File: config.mk
export PLATFORM = sky130hd
export DESIGN_NAME = agc_gain_ctrl
export DESIGN_NICKNAME = d
export VERILOG_FILES = /design/src/logic/agc_pkg.sv /design/src/logic/agc_gain_step.sv /design/src/logic/agc_carrier_sense.sv /design/src/logic/agc_gain_ctrl.sv
export SDC_FILE = /design/constraint.sdc
export NUM_CORES = 1
export LEC_CHECK = 0
export ABC_AREA = 0
export BUFFER_PORTS_ARGS = -buffer_cell sky130_fd_sc_hd__buf_2
export CORE_ASPECT_RATIO = 1.75
export CORE_UTILIZATION = 60
export CTS_BUF_LIST = sky130_fd_sc_hd__clkbuf_4
export DETAILED_ROUTE_END_ITERATION = 16
export PLACE_DENSITY = 0.9
export SLEW_MARGIN = 30
export SYNTH_ARGS = -nofsm -noshare
export SYNTH_HDL_FRONTEND = slang
export SYNTH_SLANG_ARGS = --single-unit
File: constraint.sdc
create_clock -name SYS_CLK_IN -period 7.6 [get_ports SYS_CLK_IN]
set_clock_uncertainty 0.1 [all_clocks]
set_input_delay 1.14 -clock SYS_CLK_IN [delete_from_list [all_inputs] [get_ports SYS_CLK_IN]]
set_output_delay 1.14 -clock SYS_CLK_IN [all_outputs]
set_load 0.05 [all_outputs]
File: src/logic/agc_pkg.sv
// Purpose: Shared constants, types and decoders for the gain limit and
//          carrier sense block.
// Assumes: Registers are eight bits wide and sit in the low byte of a word.
// Notes:   Register indices times four give the Wishbone byte address.
package agc_pkg;

  // ---------------------------------------------------------------------
  // Register map
  // ---------------------------------------------------------------------
  localparam int ADR_W = 8;
  localparam int DAT_W = 32;
  localparam logic [5:0] IDX_CEIL_SET = 6'h1b;
  localparam logic [5:0] IDX_ORDER_SENSE = 6'h1c;
  localparam logic [5:0] IDX_STATUS = 6'h30;
  localparam logic [5:0] IDX_MASK = 6'h31;
  localparam logic [5:0] IDX_GAIN = 6'h32;
  localparam logic [5:0] IDX_RSSI = 6'h33;

  // ---------------------------------------------------------------------
  // Field positions and reset values
  // ---------------------------------------------------------------------
  localparam int DG_CEIL_LSB = 6;
  localparam int FA_CEIL_LSB = 3;
  localparam int SETPT_LSB = 0;
  localparam int ORDER_BIT = 6;
  localparam int REL_LSB = 4;
  localparam int ABS_LSB = 0;
  localparam logic [7:0] CEIL_SET_RST = 8'h03;
  localparam logic [6:0] ORDER_SENSE_RST = 7'h40;
  localparam logic [2:0] MASK_RST = 3'h0;
  localparam logic [3:0] ABS_DISABLE = 4'h8;

  // ---------------------------------------------------------------------
  // Status bits and gain scale
  // ---------------------------------------------------------------------
  localparam int ST_W = 3;
  localparam int ST_CS_RISE = 0;
  localparam int ST_CS_FALL = 1;
  localparam int ST_GAIN_CHG = 2;
  localparam logic [2:0] RED_MAX = 3'h7;
  localparam logic [3:0] DG_STEP_DB = 4'h3;
  localparam logic [3:0] FA_STEP_DB = 4'h2;

  // Reductions per stage; zero means the highest gain of that stage.
  typedef struct packed {
    logic [2:0] dg_red;
    logic [2:0] lna1_red;
    logic [2:0] second_low_noise_amp_red;
  } agc_gain_t;

  // Amplitude setpoint in dB for each code.
  function automatic logic [7:0] setpoint_db(input logic [2:0] code);
    case (code)
      3'h0: setpoint_db = 8'h18;
      3'h1: setpoint_db = 8'h1b;
      3'h2: setpoint_db = 8'h1e;
      3'h3: setpoint_db = 8'h21;
      3'h4: setpoint_db = 8'h24;
      3'h5: setpoint_db = 8'h26;
      3'h6: setpoint_db = 8'h28;
      default: setpoint_db = 8'h2a;
    endcase
  endfunction

  // Relative rise in dB for each enabled code.
  function automatic logic [7:0] rel_rise_db(input logic [1:0] code);
    case (code)
      2'h1: rel_rise_db = 8'h06;
      2'h2: rel_rise_db = 8'h0a;
      default: rel_rise_db = 8'h0e;
    endcase
  endfunction

endpackage

File: src/logic/agc_gain_step.sv
// Purpose: Next gain setting of the gain loop for one amplitude sample.
// Assumes: Called once per valid channel filter sample.
// Notes:   Purely combinational; the caller holds the gain state.
`timescale 1ns/100ps
module agc_gain_step (
  input wire logic [7:0] amp_in,
  input wire logic [7:0] setpoint_in,
  input wire logic [1:0] dg_ceil_in,
  input wire logic [2:0] fa_ceil_in,
  input wire logic order_in,
  input wire agc_pkg::agc_gain_t gain_in,
  output agc_pkg::agc_gain_t gain_out
);
  import agc_pkg::*;

  logic [3:0] fa_sum;

  // Ceilings are enforced first, then one step toward the setpoint.
  always_comb begin
    gain_out = gain_in;
    fa_sum = {1'b0, gain_in.lna1_red} + {1'b0, gain_in.second_low_noise_amp_red};
    if (gain_in.dg_red < {1'b0, dg_ceil_in}) begin
      gain_out.dg_red = {1'b0, dg_ceil_in};
    end else if (fa_sum < {1'b0, fa_ceil_in} || amp_in > setpoint_in) begin
      // Lower the front amps in the chosen order, else the digital stage.
      if (order_in && gain_in.lna1_red != RED_MAX) begin
        gain_out.lna1_red = gain_in.lna1_red + 3'h1;
      end else if (gain_in.second_low_noise_amp_red != RED_MAX) begin
        gain_out.second_low_noise_amp_red = gain_in.second_low_noise_amp_red + 3'h1;
      end else if (gain_in.lna1_red != RED_MAX) begin
        gain_out.lna1_red = gain_in.lna1_red + 3'h1;
      end else if (gain_in.dg_red != RED_MAX &&
                   fa_sum >= {1'b0, fa_ceil_in}) begin
        gain_out.dg_red = gain_in.dg_red + 3'h1;
      end
    end else if (amp_in < setpoint_in) begin
      // Raise the digital stage first, then undo front reductions.
      if (gain_in.dg_red > {1'b0, dg_ceil_in}) begin
        gain_out.dg_red = gain_in.dg_red - 3'h1;
      end else if (fa_sum > {1'b0, fa_ceil_in}) begin
        if (order_in ? gain_in.second_low_noise_amp_red != 3'h0
                     : gain_in.lna1_red == 3'h0) begin
          gain_out.second_low_noise_amp_red = gain_in.second_low_noise_amp_red - 3'h1;
        end else begin
          gain_out.lna1_red = gain_in.lna1_red - 3'h1;
        end
      end
    end
  end

endmodule

File: src/logic/agc_carrier_sense.sv
// Purpose: Carrier sense decision from signal strength and thresholds.
// Assumes: Signal strength and baseline are in dB on the same scale.
// Notes:   Purely combinational.
`timescale 1ns/100ps
module agc_carrier_sense (
  input wire logic [7:0] rssi_in,
  input wire logic [7:0] baseline_in,
  input wire logic base_valid_in,
  input wire logic [7:0] setpoint_in,
  input wire logic [1:0] rel_code_in,
  input wire logic [3:0] abs_code_in,
  output logic sense_out
);
  import agc_pkg::*;

  logic signed [9:0] abs_thr;
  logic [8:0] rel_thr;
  logic abs_hit;
  logic rel_hit;

  // Absolute level is the setpoint plus a signed offset in 1 dB steps.
  always_comb begin
    abs_thr = $signed({2'b00, setpoint_in}) +
              $signed({{6{abs_code_in[3]}}, abs_code_in});
    abs_hit = abs_code_in != ABS_DISABLE &&
              $signed({2'b00, rssi_in}) >= abs_thr;
    rel_thr = {1'b0, baseline_in} + {1'b0, rel_rise_db(rel_code_in)};
    rel_hit = rel_code_in != 2'h0 && base_valid_in &&
              {1'b0, rssi_in} >= rel_thr;
    sense_out = abs_hit || rel_hit;
  end

endmodule

File: src/logic/agc_gain_ctrl.sv
// Functional notes
// The two-bit digital ceiling code 0..3 keeps the top 0..3 steps unused.
// The three-bit front ceiling code raises the least combined reduction.
// The setpoint code selects 24, 27, 30, 33, 36, 38, 40 or 42 dB.
// Order bit 1 lowers the first amp first; 0 drains the second first.
// Relative code 0 is off; 1..3 sense a rise of 6, 10 or 14 dB.
// The absolute code is a signed offset in dB from the setpoint.
// Absolute code minus eight disables the absolute check.
// Signal strength equals the amplitude while no gain is reduced.
// Carrier sense is the OR of enabled checks and low if none enabled.
//
// Purpose: Gain limits, gain loop and carrier sense with a Wishbone slave.
// Assumes: Amplitude samples come from logic on the same clock.
// Notes:   Reads of the status register clear it; new events still land.
`timescale 1ns/100ps
module agc_gain_ctrl #(
  parameter int AMP_W = 8
) (
  input wire logic SYS_CLK_IN,
  input wire logic RESET_N_IN,
  input wire logic WB_CYC_IN,
  input wire logic WB_STB_IN,
  input wire logic WB_WE_IN,
  input wire logic [agc_pkg::ADR_W-1:0] WB_ADR_IN,
  input wire logic [3:0] WB_SEL_IN,
  input wire logic [agc_pkg::DAT_W-1:0] WB_DAT_IN,
  output logic [agc_pkg::DAT_W-1:0] WB_DAT_OUT,
  output logic WB_ACK_OUT,
  input wire logic [AMP_W-1:0] AMP_IN,
  input wire logic AMP_VALID_IN,
  output logic [2:0] DIGITAL_GAIN_RED_OUT,
  output logic [2:0] LNA1_GAIN_RED_OUT,
  output logic [2:0] SECOND_LOW_NOISE_AMP_GAIN_RED_OUT,
  output logic [7:0] RSSI_OUT,
  output logic CARRIER_SENSE_OUT,
  output logic IRQ_OUT
);
  import agc_pkg::*;

  // -----------------------------------------------------------------------
  // Parameter check
  // -----------------------------------------------------------------------
  generate
    if (AMP_W != 8) begin : g_bad_width
      $error("AMP_W must be 8 to match the dB scale");
    end
  endgenerate

  // -----------------------------------------------------------------------
  // State
  // -----------------------------------------------------------------------
  typedef struct packed {
    logic [7:0] ceil_set;
    logic [6:0] order_sense;
    logic [ST_W-1:0] status;
    logic [ST_W-1:0] mask;
    agc_gain_t gain;
    logic [7:0] rssi;
    logic [7:0] baseline;
    logic base_valid;
    logic sense;
    logic ack;
    logic [7:0] rdata;
    logic irq;
  } agc_state_t;

  agc_state_t st;
  agc_state_t next_st;
  agc_gain_t step_gain;
  logic [7:0] setpoint;
  logic [7:0] rssi_now;
  logic sense_now;
  logic access;
  logic wr_low;
  logic [5:0] idx;
  logic [9:0] red_db;
  logic [9:0] rssi_sum;
  logic [ST_W-1:0] events;

  // Setpoint decoded once for both the loop and the absolute check.
  assign setpoint = setpoint_db(st.ceil_set[SETPT_LSB +: 3]);

  // -----------------------------------------------------------------------
  // Signal strength scale
  // -----------------------------------------------------------------------
  // Strength is amplitude plus the gain removed, so no reduction gives
  // amplitude itself; the sum saturates rather than wrapping.
  always_comb begin
    red_db = 10'(st.gain.dg_red) * 10'(DG_STEP_DB) +
             (10'(st.gain.lna1_red) + 10'(st.gain.second_low_noise_amp_red)) *
             10'(FA_STEP_DB);
    rssi_sum = {2'b00, AMP_IN} + red_db;
    rssi_now = (rssi_sum > 10'h0ff) ? 8'hff : rssi_sum[7:0];
  end

  // -----------------------------------------------------------------------
  // Gain loop and carrier sense decision
  // -----------------------------------------------------------------------
  agc_gain_step u_gain_step (
    .amp_in(AMP_IN),
    .setpoint_in(setpoint),
    .dg_ceil_in(st.ceil_set[DG_CEIL_LSB +: 2]),
    .fa_ceil_in(st.ceil_set[FA_CEIL_LSB +: 3]),
    .order_in(st.order_sense[ORDER_BIT]),
    .gain_in(st.gain),
    .gain_out(step_gain)
  );

  agc_carrier_sense u_carrier_sense (
    .rssi_in(rssi_now),
    .baseline_in(st.baseline),
    .base_valid_in(st.base_valid),
    .setpoint_in(setpoint),
    .rel_code_in(st.order_sense[REL_LSB +: 2]),
    .abs_code_in(st.order_sense[ABS_LSB +: 4]),
    .sense_out(sense_now)
  );

  // -----------------------------------------------------------------------
  // Next state
  // -----------------------------------------------------------------------
  // Bus access, register writes, gain update, sense tracking and events.
  always_comb begin
    next_st = st;
    idx = WB_ADR_IN[7:2];
    access = WB_CYC_IN && WB_STB_IN && !st.ack;
    wr_low = access && WB_WE_IN && WB_SEL_IN[0];
    events = '0;
    next_st.ack = access;

    // Read data is captured with the acknowledge; unmapped reads give 0.
    if (access && !WB_WE_IN) begin
      case (idx)
        IDX_CEIL_SET: next_st.rdata = st.ceil_set;
        IDX_ORDER_SENSE: next_st.rdata = {1'b0, st.order_sense};
        IDX_STATUS: next_st.rdata = {{(8-ST_W){1'b0}}, st.status};
        IDX_MASK: next_st.rdata = {{(8-ST_W){1'b0}}, st.mask};
        IDX_GAIN: next_st.rdata = {2'b00, st.gain.second_low_noise_amp_red,
                                   st.gain.dg_red};
        IDX_RSSI: next_st.rdata = st.rssi;
        default: next_st.rdata = 8'h00;
      endcase
    end

    // Writes of the low byte; the top bit of the second register stays 0.
    if (wr_low) begin
      case (idx)
        IDX_CEIL_SET: next_st.ceil_set = WB_DAT_IN[7:0];
        IDX_ORDER_SENSE: begin
          next_st.order_sense = WB_DAT_IN[6:0];
          next_st.base_valid = 1'b0;
        end
        IDX_MASK: next_st.mask = WB_DAT_IN[ST_W-1:0];
        default: next_st.mask = next_st.mask;
      endcase
    end

    // A status read clears it before this cycle's events are merged.
    if (access && !WB_WE_IN && idx == IDX_STATUS) begin
      next_st.status = '0;
    end

    // Each amplitude sample moves the gain and refreshes carrier sense.
    if (AMP_VALID_IN) begin
      next_st.gain = step_gain;
      next_st.rssi = rssi_now;
      next_st.sense = sense_now;
      if (!sense_now && (!st.base_valid || rssi_now < st.baseline)) begin
        next_st.baseline = rssi_now;
        next_st.base_valid = 1'b1;
      end
      events[ST_CS_RISE] = sense_now && !st.sense;
      events[ST_CS_FALL] = !sense_now && st.sense;
      events[ST_GAIN_CHG] = step_gain != st.gain;
    end

    // Set wins over the read clear.
    next_st.status = next_st.status | events;
    next_st.irq = |(next_st.status & next_st.mask);
  end

  // -----------------------------------------------------------------------
  // State register
  // -----------------------------------------------------------------------
  always_ff @(posedge SYS_CLK_IN or negedge RESET_N_IN) begin
    if (!RESET_N_IN) begin
      st <= '0;
      st.ceil_set <= CEIL_SET_RST;
      st.order_sense <= ORDER_SENSE_RST;
      st.mask <= MASK_RST;
    end else begin
      st <= next_st;
    end
  end

  // -----------------------------------------------------------------------
  // Outputs
  // -----------------------------------------------------------------------
  // All outputs are straight register bits.
  assign WB_DAT_OUT = {24'h000000, st.rdata};
  assign WB_ACK_OUT = st.ack;
  assign DIGITAL_GAIN_RED_OUT = st.gain.dg_red;
  assign LNA1_GAIN_RED_OUT = st.gain.lna1_red;
  assign SECOND_LOW_NOISE_AMP_GAIN_RED_OUT = st.gain.second_low_noise_amp_red;
  assign RSSI_OUT = st.rssi;
  assign CARRIER_SENSE_OUT = st.sense;
  assign IRQ_OUT = st.irq;

endmodule

==> results.ini, run 1 <==
[status]
outcome=finished clean

[yosys]
synth_seq_area_share_pct=27.44
ys.flop_type=dfrtp_1
synth.most_common_cell=ha_1
synth-seq-cells=58
synth_edf_count=0
synth_top_cell_by_area=dfrtp_1
ys_async_sr_fraction_pct=100.0
yosys_warnings=0
synth_cell_types=67
ys_top_cells_by_count=ha_1 (59), dfrtp_1 (55), inv_1 (51)
syn_inst=590
synth_area_leaders=dfrtp_1 (26%), ha_1 (14%), buf_4 (6.9%)
synth.top_cell.area_share_pct=25.95
avgSynthCellArea_sq_um=8.990
netlist_area_sq_um=5304

[setup_path]
cp_top_family=adder cells
crit_path_end_kind=flip-flop
path_cells=buf_2, inv_1, fa_1, inv_1, fa_1, ha_1, fa_1, a211oi_2, or2_1, nand2_1, ha_1, and3_1, o21ai_0, a211oi_1, nor4_1, and3_1, a211o_1, o2111ai_4, mux2_4
critPathLaunchType=input pin
reg2reg_from=DIGITAL_GAIN_RED_OUT[1]$_DFFE_PN0P_
path_max_fanout=9
worst-path-buf-inv=3
r2r_end=st[18]$_DFFE_PN0P_
crit_slowest_cell=fa_1
path_common_cell=fa_1
path_depth=19
reg2reg_slack_ns=1.42
cp_slowest_stage_delay_ns=0.52
r2r_cells=18
arrival_ns=6.46
cp.required_ns=7.79
timing_worst_setup_path_type=input pin to flip-flop

[global_routing]
grt_max_degree=59
grtUsageMet2_pct=53.76
grt.total_usage_pct=30.84
grt_use_met1_pct=32.85
gr-total-overflow=0
first_global_vias=4579
top_usage_layer=met2
grt_antenna_before_repair=0
grt_pass1_wl_um=21640
grt_use_met3_pct=5.083

[cells_and_area]
final_cells=745
antenna_cells=0
drive_above_1_share_pct=16.72
layout.nets=750
area_delta_synth_final_pct=5.308
design_area_sq_um=5585

[worst_hold_path]
hold_class=flip-flop to flip-flop
min-delay-start=WB_ACK_OUT$_DFF_PN0_
holdPathEnd=WB_ACK_OUT$_DFF_PN0_
hold_depth=1

[timing]
finalSetupTns_ns=0
hold_violations=0
fin_ws_ns=1.337
setup_viol=0
worst_pin_slew_ns=1.056
fmax_ghz=0.1597
fin_crit_ns=6.263
relSlewSlack_pct=28.65
slew_violations=0
rsz0062_at_grt=no
post-route-period-util_pct=82.41

[clock_network]
clk_pin_slew_ns=0.11
postCtsSetupBuffers=0
postCtsResizedCells=0
cts_root_buf=clkbuf_4
cts_hold_buf=0
numCtsBuffers=9
cts_tree=built
cts_max_level=3
cts.sinks=58
clkLatencyLatePin_ns=0.40
clock_path_buffers=2

[place]
dp.cells=729
dp_slack_ns=0.9783
place.gp.congestion=0.9706
port_buffers=56
dp_hpwl_um=10730
placed_area_sq_um=5429

[die]
io_pins=110
core-area_sq_um=8615
row_count=45
dieHeight_um=126.4
start_util_pct=61.57
die_area_sq_um=9234
die_w_um=73.07

[routing]
first_pass_iters=6
avgRoutedWirePerCell_um=18.20
drt_iter0_drc=425
vias=4571
viasPerCell=6.136
routed_wl_um=13560
ant_nets=0
route.detailed.drc=0

[run]
maxCapViolCount=0

[cells by family (layout without fill, tap and decap cells)]
group	after synthesis	after routing	synth area share, %
compound gates	151	151	19.51
xor+xnor	20	20	3.303
flops	58	58	27.44
buf+inv	112	127	11.42
simple gates	148	148	13.40
mux	31	31	7.171
other cells	1	24	0.07070
fa+ha+maj	69	69	17.69
[flip-flops by register name, summed over array words and instances (netlist names)]
register                           flops
CARRIER_SENSE_OUT                      1
DIGITAL_GAIN_RED_OUT                   3
IRQ_OUT                                1
LNA1_GAIN_RED_OUT                      3
RSSI_OUT                               8
SECOND_LOW_NOISE_AMP_GAIN_RED_OUT      3
WB_ACK_OUT                             1
WB_DAT_OUT                             8
st                                    30
[worst max path at each step]
| stage | slack, ns | to | start |
|---|---|---|---|
| finish | 1.34 | st[18]$_DFFE_PN0P_ | AMP_IN[2] |
| global route | 1.19 | st[17]$_DFFE_PN0P_ | AMP_IN[2] |
| CTS | 1.41 | st[18]$_DFFE_PN0P_ | AMP_IN[2] |
| detailed placement | 0.98 | st[17]$_DFFE_PN0P_ | AMP_IN[2] |
| global placement | 1.03 | st[18]$_DFFE_PN0P_ | AMP_IN[2] |
| floorplan | 1.72 | st[18]$_DFFE_PN0P_ | AMP_IN[2] |
[metal layers]
metal,share of wire [%],up-vias,routed length (um)
li1,-,2099,-
met1,35,2190,4716
met2,53,207,7165
met3,6.0,75,808
met4,6.4,0,867
met5,0,-,0
[cell type report]
class	instances	area, sq um
flip-flops and latches	58	1455
multi-input cells	443	3334
inverters	52	195.2
clock inverters	7	83.83
well taps	117	146.4
clock buffers	9	67.56
fillers	707	3029
repair buffers	59	302.8
[placed cells by master (no fill, tap or decap), types with 4 or more instances in the layout]
| cell | instances |
|---|---|
| nand3b_1 | 4 |
| nand2b_1 | 12 |
| nor2b_1 | 10 |
| ha_1 | 59 |
| clkbuf_4 | 9 |
| inv_1 | 51 |
| o31ai_1 | 6 |
| o21ai_0 | 36 |
| a31oi_1 | 7 |
| a32oi_1 | 6 |
| fa_1 | 10 |
| conb_1 | 24 |
| a21oi_1 | 30 |
| buf_2 | 56 |
| a21o_1 | 10 |
| clkinv_1 | 4 |
| a221oi_1 | 4 |
| xor2_1 | 8 |
| o211ai_1 | 7 |
| mux2i_1 | 11 |
| dfrtp_1 | 55 |
| nor2_1 | 37 |
| mux2_2 | 14 |
| nand2_1 | 45 |
| xnor2_1 | 12 |
| a211oi_1 | 5 |
| nand3_1 | 13 |
| nor4_1 | 6 |
| o21a_1 | 7 |
[stage by stage]
stage               utilization, %  hold WS, ns
floorplan                        -       0.3510
global placement             63.02       0.3440
detailed placement           63.02       0.3537
CTS                          64.78       0.3679
global route                 64.84       0.3961
finish                       64.84       0.3713
Power of run 1 is not shown: default switching activity piles up to over one toggle a cycle in this logic, so the estimate is an artifact.
==> run 2, diff against run 1 <==
Settings changed: CORE_UTILIZATION 60 to 52, PLACE_DENSITY 0.9 to 0.83.
Clock period 7.6 ns to 5.5 ns, I/O delays scaled along.
==> run 2 against run 1 <==
Effect of this change:
- non-clock buffer count rose by 38
- final area rose by 6.9%
- register-to-register slack got worse by 1.3 ns
- critical endpoint is now st[17]$_DFFE_PN0P_
- first-iteration DRC count fell by 14%
- sequential share of layout area fell by 1.7 points
==> results.ini, run 2 (synthesized netlist as in run 1, its figures left out) <==
[cells_and_area]
antenna_cells=0  ; unchanged
final_common_cell=ha_1  ; unchanged
final_cell_mix=ha_1 (59), buf_2 (56), dfrtp_1 (54), inv_1 (51), nand2_1 (45)  ; was ha_1 (59), buf_2 (56), dfrtp_1 (55), inv_1 (51), nand2_1 (45)
n_fill_cell=839  ; was 707
final_cells=791  ; was 745
area_delta_synth_final_pct=12.55  ; was 5.308%
layout.nets=788  ; was 750
regMostFlops=st  ; unchanged
largest_reg_flops=30  ; unchanged
drive_above_1_share_pct=23.57  ; was 16.72%
final_util_pct=60.24  ; was 64.84%

[timing]
worst_pin_slew_ns=0.9264  ; was 1.056 ns
setup_viol=0  ; unchanged
relSlewSlack_pct=36.65  ; was 28.65%
slew_violations=0  ; unchanged
fin_crit_ns=5.387
post-route-period-util_pct=97.94
hold_violations=0  ; unchanged
fmax_ghz=0.1856

[die]
io_pins=110  ; unchanged
die_area_sq_um=10620  ; was 9234 sq um
start_util_pct=53.52  ; was 61.57%
die_w_um=78.35  ; was 73.07 um
dieHeight_um=135.6  ; was 126.4 um
core-area_sq_um=9910  ; was 8615 sq um
row_count=48  ; was 45

[place]
dp_hpwl_um=11610  ; was 10730 um
dp.cells=771  ; was 729
port_buffers=56  ; unchanged
place.gp.congestion=0.9464  ; was 0.9706

[clock_network]
cts.sinks=58  ; unchanged
clock_path_buffers=2  ; unchanged
cts_max_level=3  ; unchanged
clk_pin_slew_ns=0.12  ; was 0.11 ns
cts_root_buf=clkbuf_4  ; unchanged
cts_tree=built  ; unchanged
clkLatencyLatePin_ns=0.41  ; was 0.40 ns
numCtsBuffers=9  ; unchanged

[setup_path]
path_max_fanout=3  ; was 9
timing_worst_setup_path_type=flip-flop to flip-flop  ; was input pin to flip-flop
crit_slowest_cell=fa_2  ; was fa_1
cp.required_ns=5.70  ; was 7.79 ns
critPathLaunchType=flip-flop  ; was input pin
path_cells=ha_1, fa_2, fa_1, ha_1, fa_2, a211oi_4, or2_1, buf_4, nand2_1, ha_1, nor2b_1, o21ai_1, a211oi_2, nor4_2, nor3_1, a211o_1, o2111ai_4, buf_4, mux2_4  ; was buf_2, inv_1, fa_1, inv_1, fa_1, ha_1, fa_1, a211oi_2, or2_1, nand2_1, ha_1, and3_1, o21ai_0, a211oi_1, nor4_1, and3_1, a211o_1, o2111ai_4, mux2_4
r2r_cells=19  ; was 18
path_common_cell=ha_1  ; was fa_1
crit_path_end_kind=flip-flop  ; unchanged
cp_slowest_stage_delay_ns=0.57  ; was 0.52 ns
arrival_ns=5.59  ; was 6.46 ns

[worst_hold_path]
hold_depth=1  ; unchanged
hold_class=flip-flop to flip-flop  ; unchanged

[routing]
route.detailed.drc=0  ; unchanged
routed_wl_um=14480  ; was 13560 um
drt_iter0_drc=366  ; was 425
avgRoutedWirePerCell_um=18.30  ; was 18.20 um
viasPerCell=5.881  ; was 6.136
first_pass_iters=5  ; was 6
ant_nets=0  ; unchanged
vias=4652  ; was 4571

[global_routing]
first_global_vias=4690  ; was 4579
grt_max_degree=59  ; unchanged
grt_pass1_wl_um=23050  ; was 21640 um
grt.total_usage_pct=28.70  ; was 30.84%
gr-total-overflow=0  ; unchanged
grt_antenna_before_repair=0  ; unchanged

[run]
maxCapViolCount=0  ; unchanged

[status]
outcome=finished clean  ; unchanged

## run 2: final timing paths
check	start	end	slack, ns
max in group asynchronous	RESET_N_IN	LNA1_GAIN_RED_OUT[0]$_DFFE_PN0P_	4.32
worst max-delay path	LNA1_GAIN_RED_OUT[0]$_DFFE_PN0P_	st[17]$_DFFE_PN0P_	0.11
min in group asynchronous	RESET_N_IN	DIGITAL_GAIN_RED_OUT[1]$_DFFE_PN0P_	0.45
worst max register to register	LNA1_GAIN_RED_OUT[0]$_DFFE_PN0P_	st[17]$_DFFE_PN0P_	0.11
worst min register to register	WB_ACK_OUT$_DFF_PN0_	WB_ACK_OUT$_DFF_PN0_	0.37
worst min-delay path	WB_ACK_OUT$_DFF_PN0_	WB_ACK_OUT$_DFF_PN0_	0.37
## run 2: final cells by class
type / count / area, sq um / area share, %
clock inverter: 7 / 116.4 / 1.949
multi-input combinational: 443 / 3386 / 56.72
tap: 125 / 156.4 / 2.620
timing repair buffer: 97 / 591.8 / 9.914
inverter: 52 / 195.2 / 3.270
sequential: 58 / 1456 / 24.40
clock buffer: 9 / 67.56 / 1.132
## run 2: timing repair
action / in CTS / in global routing
pin swaps: 1 / 5
setup endpoints to repair: 10 / 13
hold buffers: 0 / 0
resized for setup: 5 / 8
buffers inserted: 0 / 4
## run 2: layer usage
metal | part of all wire, % | GRT usage (%) | vias up
li1 | - | - | 2177
met1 | 34 | 29.29 | 2209
met2 | 55 | 53.65 | 202
met3 | 5.2 | 4.242 | 64
met4 | 6.0 | 17.90 | 0
met5 | 0 | 0 | -
## run 2: critical path, delay by kind of cell, from the launching register on
family,cells,cell delay (ns)
flip-flops,1,0.46
AO/OA/AOI/OAI,5,1.11
AND/OR/NAND/NOR,5,0.81
buffers and inverters,2,0.31
multiplexers,1,0.29
adder cells (fa/ha/maj),6,2.18
## run 2: metrics by stage
stage          setup TNS (ns)  hold slack (ns)  worst slack (ns)  instance area [sq um]
3_5_place_dp           -2.516           0.3491           -0.2637                   5697
5_1_grt              -0.08235           0.4032          -0.03212                   5969
3_3_place_gp           -1.843           0.3437           -0.1959                   5697
2_1_floorplan               0           0.3510           0.05829                   5393
6_report                    0           0.3710            0.1134                   5969
4_1_cts                     0           0.3678           0.03784                   5909
Power of run 2 is left out for the same reason.
